==> src/design/lsp_pkg.sv <==
// Constants, opcodes and state types for the load/store/pointer/jump execution unit
//
// How it works
// - Store-pair writes accumulator, then extension register at the next nibble.
// - Opcode select bit picks the primary pointer when 0, auxiliary when 1.
// - Load-increment loads accumulator, then adds one to pointer low nibble; two cycles.
// - Decrement load and exchange forms subtract one from pointer low nibble afterwards.
// - Stepping loads and exchanges set the zero flag from the new pointer low nibble; one-cycle pointer steps leave it.
// - Plain exchange swaps accumulator and pointed nibble in one cycle.
// - Direct exchange swaps accumulator with the nibble at an 8-bit operand address.
// - Immediate pair-load puts operand high nibble in extension, low in accumulator.
// - Table read fetches ROM at upper PC bits plus extension and accumulator.
// - Table-to-port variant drives the fetched byte to ports 4 and 5.
// - One-cycle load clears pointer high nibble and loads low from opcode.
// - Two-byte loads set only the high or only the low primary pointer nibble.
// - Two-byte pair loads fill primary or auxiliary pointer from an 8-bit operand.
// - Set and clear opcodes change one of sixteen user flags in one cycle.
// - Jump loads PC bits 11..0 and keeps bank bits 13..12; two cycles.
// - A jump right after a bank change alters the PC bank bits.
// - Register jump keeps PC 13..8, takes extension then accumulator below.
// - Long call clears PC 13..11, pushes flags and return in four nibbles.
// - Short call targets page 0 bank 0 with bits 5..2 from the opcode.
// - Bank change switches memory and register bank for the next instruction.
// - Pair access through the primary pointer starts on an even address.
package lsp_pkg;

  // ----------------------------------------------------------------------
  // Widths, reset values and timing
  // ----------------------------------------------------------------------
  localparam int unsigned NIB_W      = 4;
  localparam int unsigned PC_W       = 14;
  localparam int unsigned MEM_AW_MIN = 9;           // bank bit + 8-bit address
  localparam logic [7:0]  SP_RST     = 8'h00;
  localparam logic [7:0]  SP_CALL_DEC = 8'h04;      // four nibbles per call frame
  localparam int unsigned CYCLE_NS   = 100;         // instruction cycle length
  localparam int unsigned CLK_NS     = 100;         // ref_clk_i period
  localparam int unsigned TICKS_PER_CYCLE = 2;      // read phase, write phase
  localparam int unsigned CLK_PER_PHASE = (CYCLE_NS / TICKS_PER_CYCLE + CLK_NS - 1) / CLK_NS;

  // ----------------------------------------------------------------------
  // Opcodes (full bytes, upper nibbles, 5- and 6-bit prefixes, prefix low nibble)
  // ----------------------------------------------------------------------
  localparam logic [7:0] OP_STORE = 8'h47;
  localparam logic [7:0] OP_SAE   = 8'h5e;
  localparam logic [7:0] OP_ROM_TABLE_READ  = 8'h5a;
  localparam logic [7:0] OP_ROM_TABLE_TO_PORT = 8'h58;
  localparam logic [7:0] OP_JUMP_BY_TABLE_REGS  = 8'h26;
  localparam logic [7:0] OP_BANK  = 8'h1b;
  localparam logic [5:0] OP_XPAIR = 6'h10;          // 0100_00rr: exchange with pointer nibble
  localparam logic [3:0] OPH_LDZ  = 4'h6;
  localparam logic [3:0] OPH_SFB  = 4'h7;
  localparam logic [3:0] OPH_RFB  = 4'h3;
  localparam logic [3:0] OPH_INC  = 4'h1;
  localparam logic [3:0] OPH_DEC  = 4'h2;
  localparam logic [3:0] OPH_PFX  = 4'hc;
  localparam logic [3:0] OPH_JMP  = 4'he;
  localparam logic [3:0] OPH_CZP  = 4'ha;
  localparam logic [4:0] OP5_CAL  = 5'h0a;
  localparam logic [3:0] EXT_LO   = 4'hf;           // prefix low nibble of the transfer group

  // Second-byte sub-codes after the 1100 prefix
  localparam logic [3:0] SUB_LOAD_PRIMARY_PTR_IMM = 4'h0;
  localparam logic [3:0] SUB_LOAD_AUX_PTR_IMM = 4'h4;
  localparam logic [3:0] SUB_LOAD_PAIR_IMMEDIATE = 4'h6;
  localparam logic [3:0] SUB_EXCHANGE_DIRECT = 4'h8;
  localparam logic [3:0] SUB_LHI  = 4'h1;
  localparam logic [3:0] SUB_LLI  = 4'h2;
  localparam logic [3:0] SUB_TAH  = 4'h3;
  localparam logic [3:0] SUB_THA  = 4'h5;
  localparam logic [3:0] SUB_TAL  = 4'h7;
  localparam logic [3:0] SUB_TLA  = 4'h9;
  localparam logic [3:0] SUB_TAX  = 4'ha;
  localparam logic [3:0] SUB_TXA  = 4'hb;
  localparam logic [3:0] SUB_TAY  = 4'hd;
  localparam logic [3:0] SUB_TYA  = 4'he;

  // ----------------------------------------------------------------------
  // Sequencer state and register image
  // ----------------------------------------------------------------------
  typedef enum logic [1:0] {
    ST_OP  = 2'b00,
    ST_ARG = 2'b01,
    ST_X2  = 2'b10
  } lsp_state_t;

  typedef struct packed {
    lsp_state_t        st;
    logic              ph;
    logic [7:0]        op;
    logic [7:0]        arg;
    logic [PC_W-1:0]   pc;
    logic [7:0]        sp;
    logic [3:0]        ac;
    logic [3:0]        e;
    logic [3:0]        primary_ptr_high;
    logic [3:0]        primary_ptr_low;
    logic [3:0]        aux_ptr_high;
    logic [3:0]        aux_ptr_low;
    logic              cf;
    logic              zf;
    logic [15:0]       fl;
    logic              bank;
    logic [7:0]        port;
    logic              port_stb;
    logic              done;
    logic              foreign;
  } lsp_core_st_t;

  localparam lsp_core_st_t CORE_RST = '{st: ST_OP, sp: SP_RST, default: '0};

endpackage

==> src/design/lsp_mem_if.sv <==
// Nibble memory port between the execution unit and its data memory
`timescale 1ns/100ps
interface lsp_mem_if #(
  parameter int unsigned AW = 9,
  parameter int unsigned DW = 4
) ();
  logic [AW-1:0] addr;
  logic          we;
  logic [DW-1:0] wdata;
  logic [DW-1:0] rdata;

  modport master (output addr, output we, output wdata, input rdata);
  modport ram    (input addr, input we, input wdata, output rdata);
endinterface

==> src/design/lsp_exec.sv <==
// Execution unit for load/store, pointer, flag, jump, call and bank instructions
`timescale 1ns/100ps
module lsp_exec #(
  parameter int unsigned RAM_AW = lsp_pkg::MEM_AW_MIN
) (
  input  wire logic                     ref_clk_i,
  input  wire logic                     rst_n_i,
  output logic [lsp_pkg::PC_W-1:0]      rom_addr_o,
  input  wire logic [7:0]               rom_data_i,
  output logic [7:0]                    port45_o,
  output logic                          port45_stb_o,
  output logic [lsp_pkg::PC_W-1:0]      pc_o,
  output logic [7:0]                    stack_ptr_o,
  output logic [3:0]                    main_work_reg_o,
  output logic [3:0]                    ext_reg_o,
  output logic [7:0]                    primary_pointer_o,
  output logic [7:0]                    aux_pointer_o,
  output logic                          carry_flag_o,
  output logic                          zero_flag_o,
  output logic [15:0]                   user_flags_o,
  output logic                          mem_bank_o,
  output logic                          reg_bank_o,
  output logic                          instr_done_o,
  output logic                          foreign_op_o
);
  import lsp_pkg::*;

  // ----------------------------------------------------------------------
  // Elaboration check
  // ----------------------------------------------------------------------
  if (RAM_AW < MEM_AW_MIN) begin : g_aw_chk
    $error("RAM_AW too small for bank plus 8-bit address");
  end

  lsp_core_st_t q;
  lsp_core_st_t d;
  lsp_mem_if #(.AW(RAM_AW), .DW(NIB_W)) mem ();

  logic [7:0]      opc;
  logic [7:0]      arg;
  logic [7:0]      ptr8;
  logic [7:0]      mem_a8;
  logic            mem_stk;
  logic [3:0]      step_val;
  logic [3:0]      step_res;
  logic            step_zero;
  logic            step_down;
  logic [7:0]      push_off;
  logic [3:0]      push_nib;
  logic [PC_W-1:0] ret_pc;
  logic [PC_W-1:0] new_pc;
  logic            last;

  // ----------------------------------------------------------------------
  // Decode: opcode straight from ROM in the first cycle, latched later
  // ----------------------------------------------------------------------
  logic is_ind, is_sae, is_store, is_rom_table_read, is_rom_table_to_port, is_ldz, is_sfb, is_rfb;
  logic is_jmp, is_jump_by_table_regs, is_cal, is_czp, is_bank, is_xpair, is_stp1, is_pfx;
  logic two_byte, two_cyc, known, is_ext, is_call;

  assign opc      = (q.st == ST_OP) ? rom_data_i : q.op;
  assign arg      = rom_data_i;
  assign is_ind   = (opc[7:5] == 3'b010) && opc[3] && (!opc[4] || opc[0]);
  assign is_sae   = (opc == OP_SAE);
  assign is_store = (opc == OP_STORE);
  assign is_rom_table_read  = (opc == OP_ROM_TABLE_READ);
  assign is_rom_table_to_port = (opc == OP_ROM_TABLE_TO_PORT);
  assign is_jump_by_table_regs  = (opc == OP_JUMP_BY_TABLE_REGS);
  assign is_bank  = (opc == OP_BANK);
  assign is_ldz   = (opc[7:4] == OPH_LDZ);
  assign is_sfb   = (opc[7:4] == OPH_SFB);
  assign is_rfb   = (opc[7:4] == OPH_RFB);
  assign is_jmp   = (opc[7:4] == OPH_JMP);
  assign is_czp   = (opc[7:4] == OPH_CZP);
  assign is_pfx   = (opc[7:4] == OPH_PFX);
  assign is_cal   = (opc[7:3] == OP5_CAL);
  assign is_xpair = (opc[7:2] == OP_XPAIR);
  assign is_stp1  = ((opc[7:4] == OPH_INC) || (opc[7:4] == OPH_DEC))
                    && (opc[3:2] == 2'b00) && opc[0];
  assign is_call  = is_cal || is_czp;
  assign two_byte = is_pfx || is_jmp || is_cal;
  assign two_cyc  = (is_ind && opc[0]) || is_rom_table_read || is_rom_table_to_port || is_sae || is_czp;
  assign known    = is_ind || is_sae || is_store || is_rom_table_read || is_rom_table_to_port || is_ldz
                    || is_sfb || is_rfb || is_jmp || is_jump_by_table_regs || is_cal || is_czp
                    || is_bank || is_xpair || is_stp1 || is_pfx;
  // Transfer group shares the 1100_1111 prefix with pair loads of operand F_
  assign is_ext   = (q.op[3:0] == EXT_LO) && (arg[7:4] inside {SUB_LHI, SUB_LLI,
                    SUB_TAH, SUB_THA, SUB_TAL, SUB_TLA, SUB_TAX, SUB_TXA, SUB_TAY, SUB_TYA});

  // Pointer select: opcode bit 1 picks the auxiliary pair
  // Plain store and other one-pointer forms always use the primary pair
  assign ptr8      = (is_ind && opc[1]) ? {q.aux_ptr_high, q.aux_ptr_low} : {q.primary_ptr_high, q.primary_ptr_low};
  assign step_val  = opc[1] ? q.aux_ptr_low : q.primary_ptr_low;
  assign step_down = is_ind ? opc[4] : opc[5];

  lsp_nib_step #(.W(NIB_W)) u_step (
    .val_i  (step_val),
    .down_i (step_down),
    .res_o  (step_res),
    .zero_o (step_zero)
  );

  // ----------------------------------------------------------------------
  // Call frame: one nibble per phase, flags nibble first, lowest address last
  // ----------------------------------------------------------------------
  assign ret_pc   = q.pc + (is_cal ? PC_W'(2) : PC_W'(1));
  assign push_off = {6'b0, q.st != ST_OP, q.ph} + 8'h01;
  always_comb begin
    case (push_off[2:0])
      3'd1:    push_nib = {q.cf, q.zf, ret_pc[13:12]};
      3'd2:    push_nib = ret_pc[11:8];
      3'd3:    push_nib = ret_pc[7:4];
      default: push_nib = ret_pc[3:0];
    endcase
  end

  // ----------------------------------------------------------------------
  // Sequencer: each instruction cycle is a read phase then a write phase
  // ----------------------------------------------------------------------
  always_comb begin
    d          = q;
    d.ph       = ~q.ph;
    d.done     = 1'b0;
    d.foreign  = 1'b0;
    d.port_stb = 1'b0;
    mem_a8     = ptr8;
    mem_stk    = 1'b0;
    mem.we     = 1'b0;
    mem.wdata  = q.ac;
    rom_addr_o = (q.st == ST_ARG) ? q.pc + PC_W'(1) : q.pc;
    new_pc     = q.pc + PC_W'(1);
    last       = 1'b0;
    // Calls store one frame nibble on every phase of both cycles
    if (is_call && !(q.st == ST_OP && !known)) begin
      mem_a8    = q.sp - push_off;
      mem_stk   = 1'b1;
      mem.we    = 1'b1;
      mem.wdata = push_nib;
    end
    if (is_sae) begin
      mem_a8 = {q.primary_ptr_high, q.primary_ptr_low[3:1], q.st == ST_X2};
    end
    case (q.st)
      ST_OP: begin
        if (!q.ph) begin
          d.op = rom_data_i;
        end else begin
          if (is_ind) begin
            d.ac = mem.rdata;
            mem.we = is_ind && opc[2];
          end
          if (is_store || is_sae) begin
            mem.we = 1'b1;
          end
          if (is_ldz) begin
            d.primary_ptr_high = 4'h0;
            d.primary_ptr_low = opc[3:0];
          end
          if (is_sfb) begin
            d.fl[opc[3:0]] = 1'b1;
          end
          if (is_rfb) begin
            d.fl[opc[3:0]] = 1'b0;
          end
          if (is_stp1 && opc[1]) begin
            d.aux_ptr_low = step_res;
          end else if (is_stp1) begin
            d.primary_ptr_low = step_res;
          end
          if (is_xpair) begin
            case (opc[1:0])
              2'b00:   begin d.primary_ptr_high = q.ac; d.ac = q.primary_ptr_high; end
              2'b01:   begin d.primary_ptr_low = q.ac; d.ac = q.primary_ptr_low; end
              2'b10:   begin d.aux_ptr_high = q.ac; d.ac = q.aux_ptr_high; end
              default: begin d.aux_ptr_low = q.ac; d.ac = q.aux_ptr_low; end
            endcase
          end
          if (is_jump_by_table_regs) begin
            new_pc = {q.pc[13:8], q.e, q.ac};
          end
          if (!known) begin
            d.foreign = 1'b1;
          end
          if (known && two_byte) begin
            d.st = ST_ARG;
          end else if (known && two_cyc) begin
            d.st = ST_X2;
          end else begin
            last = 1'b1;
          end
        end
      end
      ST_ARG: begin
        if (is_pfx && !is_ext && arg[7:4] == SUB_EXCHANGE_DIRECT) begin
          mem_a8 = {q.op[3:0], arg[3:0]};
        end
        if (!q.ph) begin
          d.arg = arg;
        end else begin
          last   = 1'b1;
          new_pc = q.pc + PC_W'(2);
          if (is_jmp && q.bank) begin
            new_pc = {q.pc[13:12] + 2'b01, q.op[3:0], arg};
          end else if (is_jmp) begin
            new_pc = {q.pc[13:12], q.op[3:0], arg};
          end
          if (is_cal) begin
            new_pc = {3'b000, q.op[2:0], arg};
            d.sp   = q.sp - SP_CALL_DEC;
          end
          if (is_pfx && is_ext) begin
            case (arg[7:4])
              SUB_LHI: d.primary_ptr_high = arg[3:0];
              SUB_LLI: d.primary_ptr_low = arg[3:0];
              SUB_TAH: d.primary_ptr_high = q.ac;
              SUB_THA: d.ac  = q.primary_ptr_high;
              SUB_TAL: d.primary_ptr_low = q.ac;
              SUB_TLA: d.ac  = q.primary_ptr_low;
              SUB_TAX: d.aux_ptr_high = q.ac;
              SUB_TXA: d.ac  = q.aux_ptr_high;
              SUB_TAY: d.aux_ptr_low = q.ac;
              default: d.ac  = q.aux_ptr_low;
            endcase
          end else if (is_pfx) begin
            case (arg[7:4])
              SUB_LOAD_PRIMARY_PTR_IMM: begin d.primary_ptr_high = q.op[3:0]; d.primary_ptr_low = arg[3:0]; end
              SUB_LOAD_AUX_PTR_IMM: begin d.aux_ptr_high = q.op[3:0]; d.aux_ptr_low = arg[3:0]; end
              SUB_LOAD_PAIR_IMMEDIATE: begin d.e = q.op[3:0]; d.ac = arg[3:0]; end
              SUB_EXCHANGE_DIRECT: begin
                d.ac   = mem.rdata;
                mem.we = 1'b1;
              end
              default:  d.foreign = 1'b1;
            endcase
          end
        end
      end
      ST_X2: begin
        if (is_rom_table_read || is_rom_table_to_port) begin
          rom_addr_o = {q.pc[13:8], q.e, q.ac};
        end
        if (q.ph) begin
          last = 1'b1;
          if (is_rom_table_read) begin
            {d.e, d.ac} = rom_data_i;
          end
          if (is_rom_table_to_port) begin
            d.port     = rom_data_i;
            d.port_stb = 1'b1;
          end
          if (is_sae) begin
            mem.we    = 1'b1;
            mem.wdata = q.e;
          end
          if (is_ind && opc[1]) begin
            d.aux_ptr_low = step_res;
          end else if (is_ind) begin
            d.primary_ptr_low = step_res;
          end
          if (is_ind) begin
            d.zf = step_zero;
          end
          if (is_czp) begin
            new_pc = {8'h00, q.op[3:0], 2'b00};
            d.sp   = q.sp - SP_CALL_DEC;
          end
        end
      end
      default: d.st = ST_OP;
    endcase
    // Instruction end: bank choice lives for exactly one following instruction
    if (last) begin
      d.st   = ST_OP;
      d.pc   = new_pc;
      d.done = 1'b1;
      d.bank = (q.st == ST_OP) && is_bank;
    end
  end

  // Stack frames always sit in bank 0; other accesses follow the bank choice
  assign mem.addr = RAM_AW'({q.bank && !mem_stk, mem_a8});

  // State register: carry flag is never written here, zero flag only by steps
  always_ff @(posedge ref_clk_i) begin
    if (!rst_n_i) begin
      q <= CORE_RST;
    end else begin
      q <= d;
    end
  end

  lsp_nib_ram #(.AW(RAM_AW), .DW(NIB_W)) u_ram (
    .ref_clk_i (ref_clk_i),
    .mem       (mem)
  );

  // ----------------------------------------------------------------------
  // Outputs
  // ----------------------------------------------------------------------
  assign port45_o          = q.port;
  assign port45_stb_o      = q.port_stb;
  assign pc_o              = q.pc;
  assign stack_ptr_o       = q.sp;
  assign main_work_reg_o   = q.ac;
  assign ext_reg_o         = q.e;
  assign primary_pointer_o = {q.primary_ptr_high, q.primary_ptr_low};
  assign aux_pointer_o     = {q.aux_ptr_high, q.aux_ptr_low};
  assign carry_flag_o      = q.cf;
  assign zero_flag_o       = q.zf;
  assign user_flags_o      = q.fl;
  assign mem_bank_o        = q.bank;
  assign reg_bank_o        = q.bank;
  assign instr_done_o      = q.done;
  assign foreign_op_o      = q.foreign;
endmodule

==> src/design/lsp_nib_ram.sv <==
// Nibble-wide data memory with registered read data
`timescale 1ns/100ps
module lsp_nib_ram #(
  parameter int unsigned AW = lsp_pkg::MEM_AW_MIN,
  parameter int unsigned DW = lsp_pkg::NIB_W
) (
  input  wire logic ref_clk_i,
  lsp_mem_if.ram    mem
);
  logic [DW-1:0] store_q [2**AW];
  logic [DW-1:0] rdata_q;

  // Read returns the old word on a same-address write; the exchange uses the word read a phase earlier
  always_ff @(posedge ref_clk_i) begin
    if (mem.we) begin
      store_q[mem.addr] <= mem.wdata;
    end
    rdata_q <= store_q[mem.addr];
  end

  assign mem.rdata = rdata_q;
endmodule

==> src/design/lsp_nib_step.sv <==
// Pointer nibble step: add or subtract one, with zero detect
`timescale 1ns/100ps
module lsp_nib_step #(
  parameter int unsigned W = lsp_pkg::NIB_W
) (
  input  wire logic [W-1:0] val_i,
  input  wire logic         down_i,
  output logic [W-1:0]      res_o,
  output logic              zero_o
);
  // Wraps within the nibble; the high nibble is never carried into
  assign res_o  = down_i ? val_i - W'(1) : val_i + W'(1);
  assign zero_o = (res_o == '0);
endmodule

==> config.mk <==
export PLATFORM = sky130hd
export DESIGN_NAME = lsp_exec
export DESIGN_NICKNAME = d
export VERILOG_FILES = /design/src/design/lsp_pkg.sv /design/src/design/lsp_mem_if.sv /design/src/design/lsp_exec.sv /design/src/design/lsp_nib_ram.sv /design/src/design/lsp_nib_step.sv
export SDC_FILE = /design/constraint.sdc
export NUM_CORES = 2
export LEC_CHECK = 0
export ABC_AREA = 1
export ABC_CLOCK_PERIOD_IN_PS = 56300
export CAP_MARGIN = 30
export CELL_PAD_IN_SITES_DETAIL_PLACEMENT = 1
export CELL_PAD_IN_SITES_GLOBAL_PLACEMENT = 1
export CORE_AREA = 10 10 470 472
export CTS_BUF_LIST = sky130_fd_sc_hd__clkbuf_4
export CTS_CLUSTER_DIAMETER = 80
export DETAILED_ROUTE_END_ITERATION = 7
export DIE_AREA = 0 0 480 482
export DONT_BUFFER_PORTS = 1
export PLACE_DENSITY = 0.76
export SLEW_MARGIN = 25
export SYNTH_ARGS = -nofsm -noshare
export SYNTH_HDL_FRONTEND = slang
export SYNTH_HIERARCHICAL = 1
export SYNTH_SLANG_ARGS = --single-unit
==> constraint.sdc <==
create_clock -name ref_clk_i -period 56.3 [get_ports ref_clk_i]
set_input_delay 5.63 -clock ref_clk_i [delete_from_list [all_inputs] [get_ports ref_clk_i]]
set_output_delay 5.63 -clock ref_clk_i [all_outputs]
set_load 0.05 [all_outputs]
# Word level (Yosys, flattened, before mapping)

Memory sizes are Yosys's and may differ from the RTL's. A register that Yosys moved wholly into a read port is not among the register bits.
Index checks and enable logic that the tools add are counted.

ROM bits: 0
Register bits: 86
Input port bits: 10
Memory bits (writable): 2,048
Latch bits: 0
Memories: 1

Reductions and logical operators: 81
Order comparisons: 2
Div/mod/pow operators: 0
Mux-type cells: 108
Add/subtract/negate cells: 9
Multiply operators: 0
Eq/ne operators: 65
Shifts and indexed selects: 0
Bitwise logic cells: 6

Memory list:

| memory        | words | bits a word | rd ports | clocked after memory_dff | wr ports | RTL line          | text |
|---|---|---|---|---|---|---|---|
| u_ram.store_q | 512   | 4           | 1        | 1                        | 1        | lsp_nib_ram.sv:10 | `logic [DW-1:0] store_q [2**AW];` |

Operator list:

| operator           | number |
|---|---|
| $mux 14            | 11 |
| $mux 16            | 8 |
| $mux 4             | 26 |
| $mux 8             | 12 |
| $pmux 4 s3         | 5 |
| $pmux 4 s2         | 6 |
| $pmux 14 s3        | 1 |
| $eq 4x4->1 const B | 10 |
| $eq 8x7->1 const B | 4 |
| $mux 32            | 1 |
| $logic_or 1x1->1   | 26 |
| $mux 1             | 26 |
| $eq 4x3->1 const B | 6 |
| $mux 24            | 1 |
| $ne 2x2->1 const B | 11 |
| $logic_and 1x1->1  | 20 |
| $reduce_and 9->1   | 2 |
| $and 16x16->16     | 1 |
| $eq 4x2->1 const B | 4 |
| $not 16->16        | 1 |
| $or 16x16->16      | 1 |
| $pmux 4 s4         | 1 |
| $pmux 8 s2         | 1 |
| $reduce_and 8->1   | 2 |
| 48 further kinds   | 84 |

# Depth between registers and ports, before layout

Word-level depth: 32
Depth in mapped cells: 35
Mapped depth without buffers: 28

# Modules after synthesis

The synthesis kept the hierarchy.

By module, submodules not included:

| module       | times used | cells each | area an instance (um^2) |
|---|---|---|---|
| lsp_nib_ram  | 1          | 8,494      | 86,299.0 |
| lsp_exec     | 1          | 1,356      | 8,126.5 |
| lsp_nib_step | 1          | 25         | 155.1 |

# Least setup slack after synthesis

No wires, ideal clock.

Kind: input to register
Start: input rom_data_i[4]
End: memory u_ram.store_q[0][0], data pin
Path buffers: 1
Data required time: 53.353 ns
Stages on the path: 16
Library setup time: 2.947 ns
Path slack: 32.171 ns
Arrival: 21.182 ns
Path through: clkbuf_2 nand2_1 nand2_2 nand2_2 nor2_4 nand2_4 ha_1 inv_1 fa_1 nor2_1 inv_1 o21ai_0 nand2_1 o21ai_0 o211ai_1 a21oi_1

Cells in the longest elaborated chain, start to end: 27
Elaborated cells on any way between the ends: 50
Classes of those cells: add/sub: 1; eq/ne: 16; mux: 7; reduce/logical: 26

RTL lines:

| item                                                   | RTL line          | text |
|---|---|---|
| start, declared                                        | lsp_exec.sv:9     | `input wire logic [7:0] rom_data_i,` |
| $mux 8 *                                               | lsp_exec.sv:61    | `assign opc = (q.st == ST_OP) ? rom_data_i : q.op;` |
| branches (longest 25 deep; another with $add 14x2->14) | -                 |  |
| $mux 4 *                                               | lsp_exec.sv:143   | `case (q.st)` |
| named net mem.wdata[0]                                 | lsp_mem_if.sv:9   | `logic [DW-1:0] wdata;` |
| end, declared                                          | lsp_nib_ram.sv:10 |  |

Mark *: on every way through the listed nets, which the timed path passes.

# Worst setup path in the final report

Start: input rom_data_i[1]
End: output rom_addr_o[9] (netlist bit)

Cells in the longest elaborated chain, start to end: 5
Elaborated cells on any way between the ends: 6
Classes of those cells: eq/ne: 2; mux: 3; reduce/logical: 1

RTL lines:

| item                          | RTL line                       | text |
|---|---|---|
| $mux 8 *                      | lsp_exec.sv:61                 |  |
| $eq 8x7->1 (on tied branches) | lsp_exec.sv:66, lsp_exec.sv:67 |  |
| $logic_or 1x1->1 *            | lsp_exec.sv:239                | `if (is_rom_table_read \|\| is_rom_table_to_port) begin` |
| $mux 14 *                     | lsp_exec.sv:239                |  |
| $mux 14 *                     | lsp_exec.sv:143                |  |
| end, declared                 | lsp_exec.sv:8                  | `output logic [lsp_pkg::PC_W-1:0] rom_addr_o,` |

Mark *: on every way between the ends. The rest lies on a longest branch, timed or not.

==> run metrics <==
status=complete, no violations; multi-input combinational cell area=0.02803 sq mm; post-route ant nets=0; P_leak=around 42 nW; first-pass GRT wire length=438.4 mm; total power=about 6.6 mW; Pre-Repair DR Iteration Count=6; Iter 0 DRT Violations=approximately 5600; Required @ worst endpoint=~51 ns; fill count=between 20000 and 25000; RePlAce Congestion=just over 0.9; crit path max fanout=17; Post-synth ARST share=0%; power density cells=approximately 63 mW/mm^2; final hold viol count=0; Routed WL=approximately 290 mm; number of synthesized register bits=approximately 2100; Sequential cell area=0.06326 sq mm; top_reg_cell synth=edfxtp_1; syn_area_per_cell=around 9.6 sq um; Initial Utilization=~45%; Critical Path Sink Type=output pin; Final Non-Filler Cells=about 13000; CTS resizes=0; Max-slew headroom=between 10% and 20%; Hold WC Path Type=flip-flop to flip-flop; via/cell ratio=~5.3; cells after synthesis=about 10000; CTS tree=built; Yosys cell types=50; Vias=a little over 70000; GRT overflow=0; Num CTS Buffers=between 500 and 600; I/O pin count=slightly above 100; Max H-tree Level=6; met1 usage in global routing=just over 30%; Worst-path clk slew=~0.050 ns; Chip Height=482 um; worst hold path cell count=2; Setup violations, final=0; M2 GR Usage=42.00%; post-layout minimum cycle time=roughly 14 ns; VDD IR-drop max=about 0.074 mV; vias in the first global route=roughly 75000; Layout area overhead=9.880%; Synth Cell Area=around 0.095 sq mm; Reg2Reg Depth=30; largest net degree at the start of global routing=197; register area share after synthesis=66.89%; share of layout cells above drive strength 1=10.72%; Crit Path Category=input pin to output pin; period utilization=around a quarter; Final Max Tran Viols=0; Die Footprint=around 0.23 sq mm; gr busiest metal=met2; Tightest Pin Transition=around 1.2 ns; wire per inst=around 22 um; CP cell instances=nand2_1, nand2_2, inv_2, nand2_2, nor2_2, nand2_1, nand2_1, nand2_1, nand2_1, inv_2, o21ai_1; num rows=between 150 and 200; Slowest cell on crit path=o21ai_1; placed cell count=between 10000 and 15000; Post-synth EDFFs=between 2000 and 2500; Post-CTS Repair Setup Buffers=0; hold_buf cts=0; initial antenna violation count=8; maximum buffer depth of the clock tree=4; Setup TNS Final=0 ns; IO Port Bufs=0; DP HPWL=between 150 and 200 mm; most frequent CP cell=nand2_1; final routed DRC violation total=0; CP arrival=8.23 ns; met3 Use GR=roughly 4.5%; CP Depth=11; Die Span X=roughly 480 um; Nets=around 10000; Overall Global Routing Usage=24.39%; Sinks on Clock Net=2136; core area=around 0.21 sq mm; CTS root buffer=clkbuf_4; maxcap violations=0; Crit path largest cell delay=between 0.7 and 0.8 ns; Ys Warns=6; cell family with most CP delay=simple AND/OR/NAND/NOR gates; Worst Setup Start Kind=input pin; RSZ-0062 raised after global routing=false; fmax=a little over 70 MHz; Worst Skew=~0.10 ns; Buf/Inv on CP=2; clock latency on the worst-skew pair=1.42 ns; post-layout util=about 49%
state kept, by name, indices dropped and copies added, names as in the netlist, 6 cells and up, named ones only:
| name | cells |
|---|---|
| u_ram/store_q | 2048 |
| primary_pointer_o | 8 |
| q | 11 |
| port45_o | 8 |
| user_flags_o | 12 |
| stack_ptr_o | 6 |
| pc_o | 14 |
| aux_pointer_o | 8 |
layer usage:
layer | up-vias | share of wire [%]
li1 | 32592 | -
met1 | 35242 | 41
met2 | 2310 | 50
met3 | 540 | 6.2
met4 | 2 | 3.3
met5 | - | 0.0045
layout make-up:
cell class	count	share of cell area (%)
sequential	2136	60.87
timing repair buffer	95	1.085
clock buffer	866	6.256
antenna	7	0.01686
multi-input combinational	6969	26.97
clock inverter	123	0.6586
tap	2821	3.396
inverter	196	0.7464
report_power, final:
group          leakage (nW)  internal, mW  switching (mW)
Combinational          18.1         0.748            2.46
Sequential             19.9          1.95          0.0628
Clock                  4.33         0.735           0.641
Total                  42.3          3.44            3.16
per-stage QoR:
| stage | instance area (sq um) | setup WS, ns | hold WS, ns |
|---|---|---|---|
| floorplan | 94590 | 32.17 | 0.4240 |
| global placement | 96360 | 42.50 | 0.4960 |
| detailed placement | 96570 | 42.43 | 0.5200 |
| CTS | 103800 | 42.41 | 0.5352 |
| global route | 103900 | 42.17 | 0.5691 |
| finish | 103900 | 42.44 | 0.5350 |
final timing paths:
| kind | start | endpoint | slack (ns) |
|---|---|---|---|
| min | q[94]$_SDFFE_PP0P_ | q[94]$_SDFFE_PP0P_ | 0.54 |
| max | rom_data_i[1] | rom_addr_o[9] | 42.44 |
| max reg2reg | q[93]$_SDFFE_PP0P_ | u_ram/mem.rdata[2]$_DFF_P_ | 48.78 |
| min reg2reg | q[94]$_SDFFE_PP0P_ | q[94]$_SDFFE_PP0P_ | 0.54 |
layout by cell type, fill, tap and decap left out, types with 17 or more instances in the layout:
cell	netlist	final
a21oi_1	122	119
nand2_4	8	21
o211ai_1	21	21
inv_1	172	169
buf_12	0	18
inv_2	19	31
edfxtp_1	2048	2048
o21ai_1	12	24
buf_4	81	64
clkinv_1	2	95
clkbuf_4	1	866
nand2_2	17	19
nor2_1	987	982
nand3_1	287	287
nand2_1	5208	5193
nor2_4	13	17
o21ai_0	150	137
xor2_1	25	25
dfxtp_1	88	88
kinds of logic after synthesis:
logic type      share of synthesized area (%)
simple gates                            26.99
flops                                   66.89
buf+inv                                 3.695
compound gates                          1.929
xor+xnor                               0.2408
fa+ha+maj                              0.2540
other cells                          0.003965
synth_stat cells, types with 3 or more instances:
cell type | instances | share of area, %
a21oi_2 | 5 | 0.046
nand2_2 | 17 | 0.11
o21ai_0 | 150 | 0.79
inv_4 | 3 | 0.020
xor2_1 | 25 | 0.23
buf_4 | 81 | 0.64
buf_1 | 68 | 0.27
nor3_1 | 19 | 0.10
nand2_1 | 5208 | 21
a211oi_1 | 13 | 0.10
nand3_2 | 4 | 0.042
inv_2 | 19 | 0.075
nor2_2 | 9 | 0.060
edfxtp_1 | 2048 | 65
nor2_4 | 13 | 0.15
ha_1 | 16 | 0.21
nand4_1 | 16 | 0.11
o21ai_1 | 12 | 0.064
or2_2 | 6 | 0.040
buf_6 | 7 | 0.083
inv_1 | 172 | 0.68
a21oi_1 | 122 | 0.65
clkbuf_1 | 236 | 0.94
buf_2 | 181 | 0.96
nor2_8 | 3 | 0.064
nand3_1 | 287 | 1.5
a31oi_1 | 3 | 0.020
dfxtp_1 | 88 | 1.9
o211ai_1 | 21 | 0.17
nand2_4 | 8 | 0.095
nor2_1 | 987 | 3.9
worst reg2reg max path: cells and delay by family (launching register included):
family                     cells  cell delay (ns)
buffers and inverters          8             3.53
AOI/OAI and AO/OA              2             0.49
adders and majority gates      1             0.56
and+or+nand+nor               19             2.60
DFF                            1             0.33
Power figures use the tool's default switching activity.
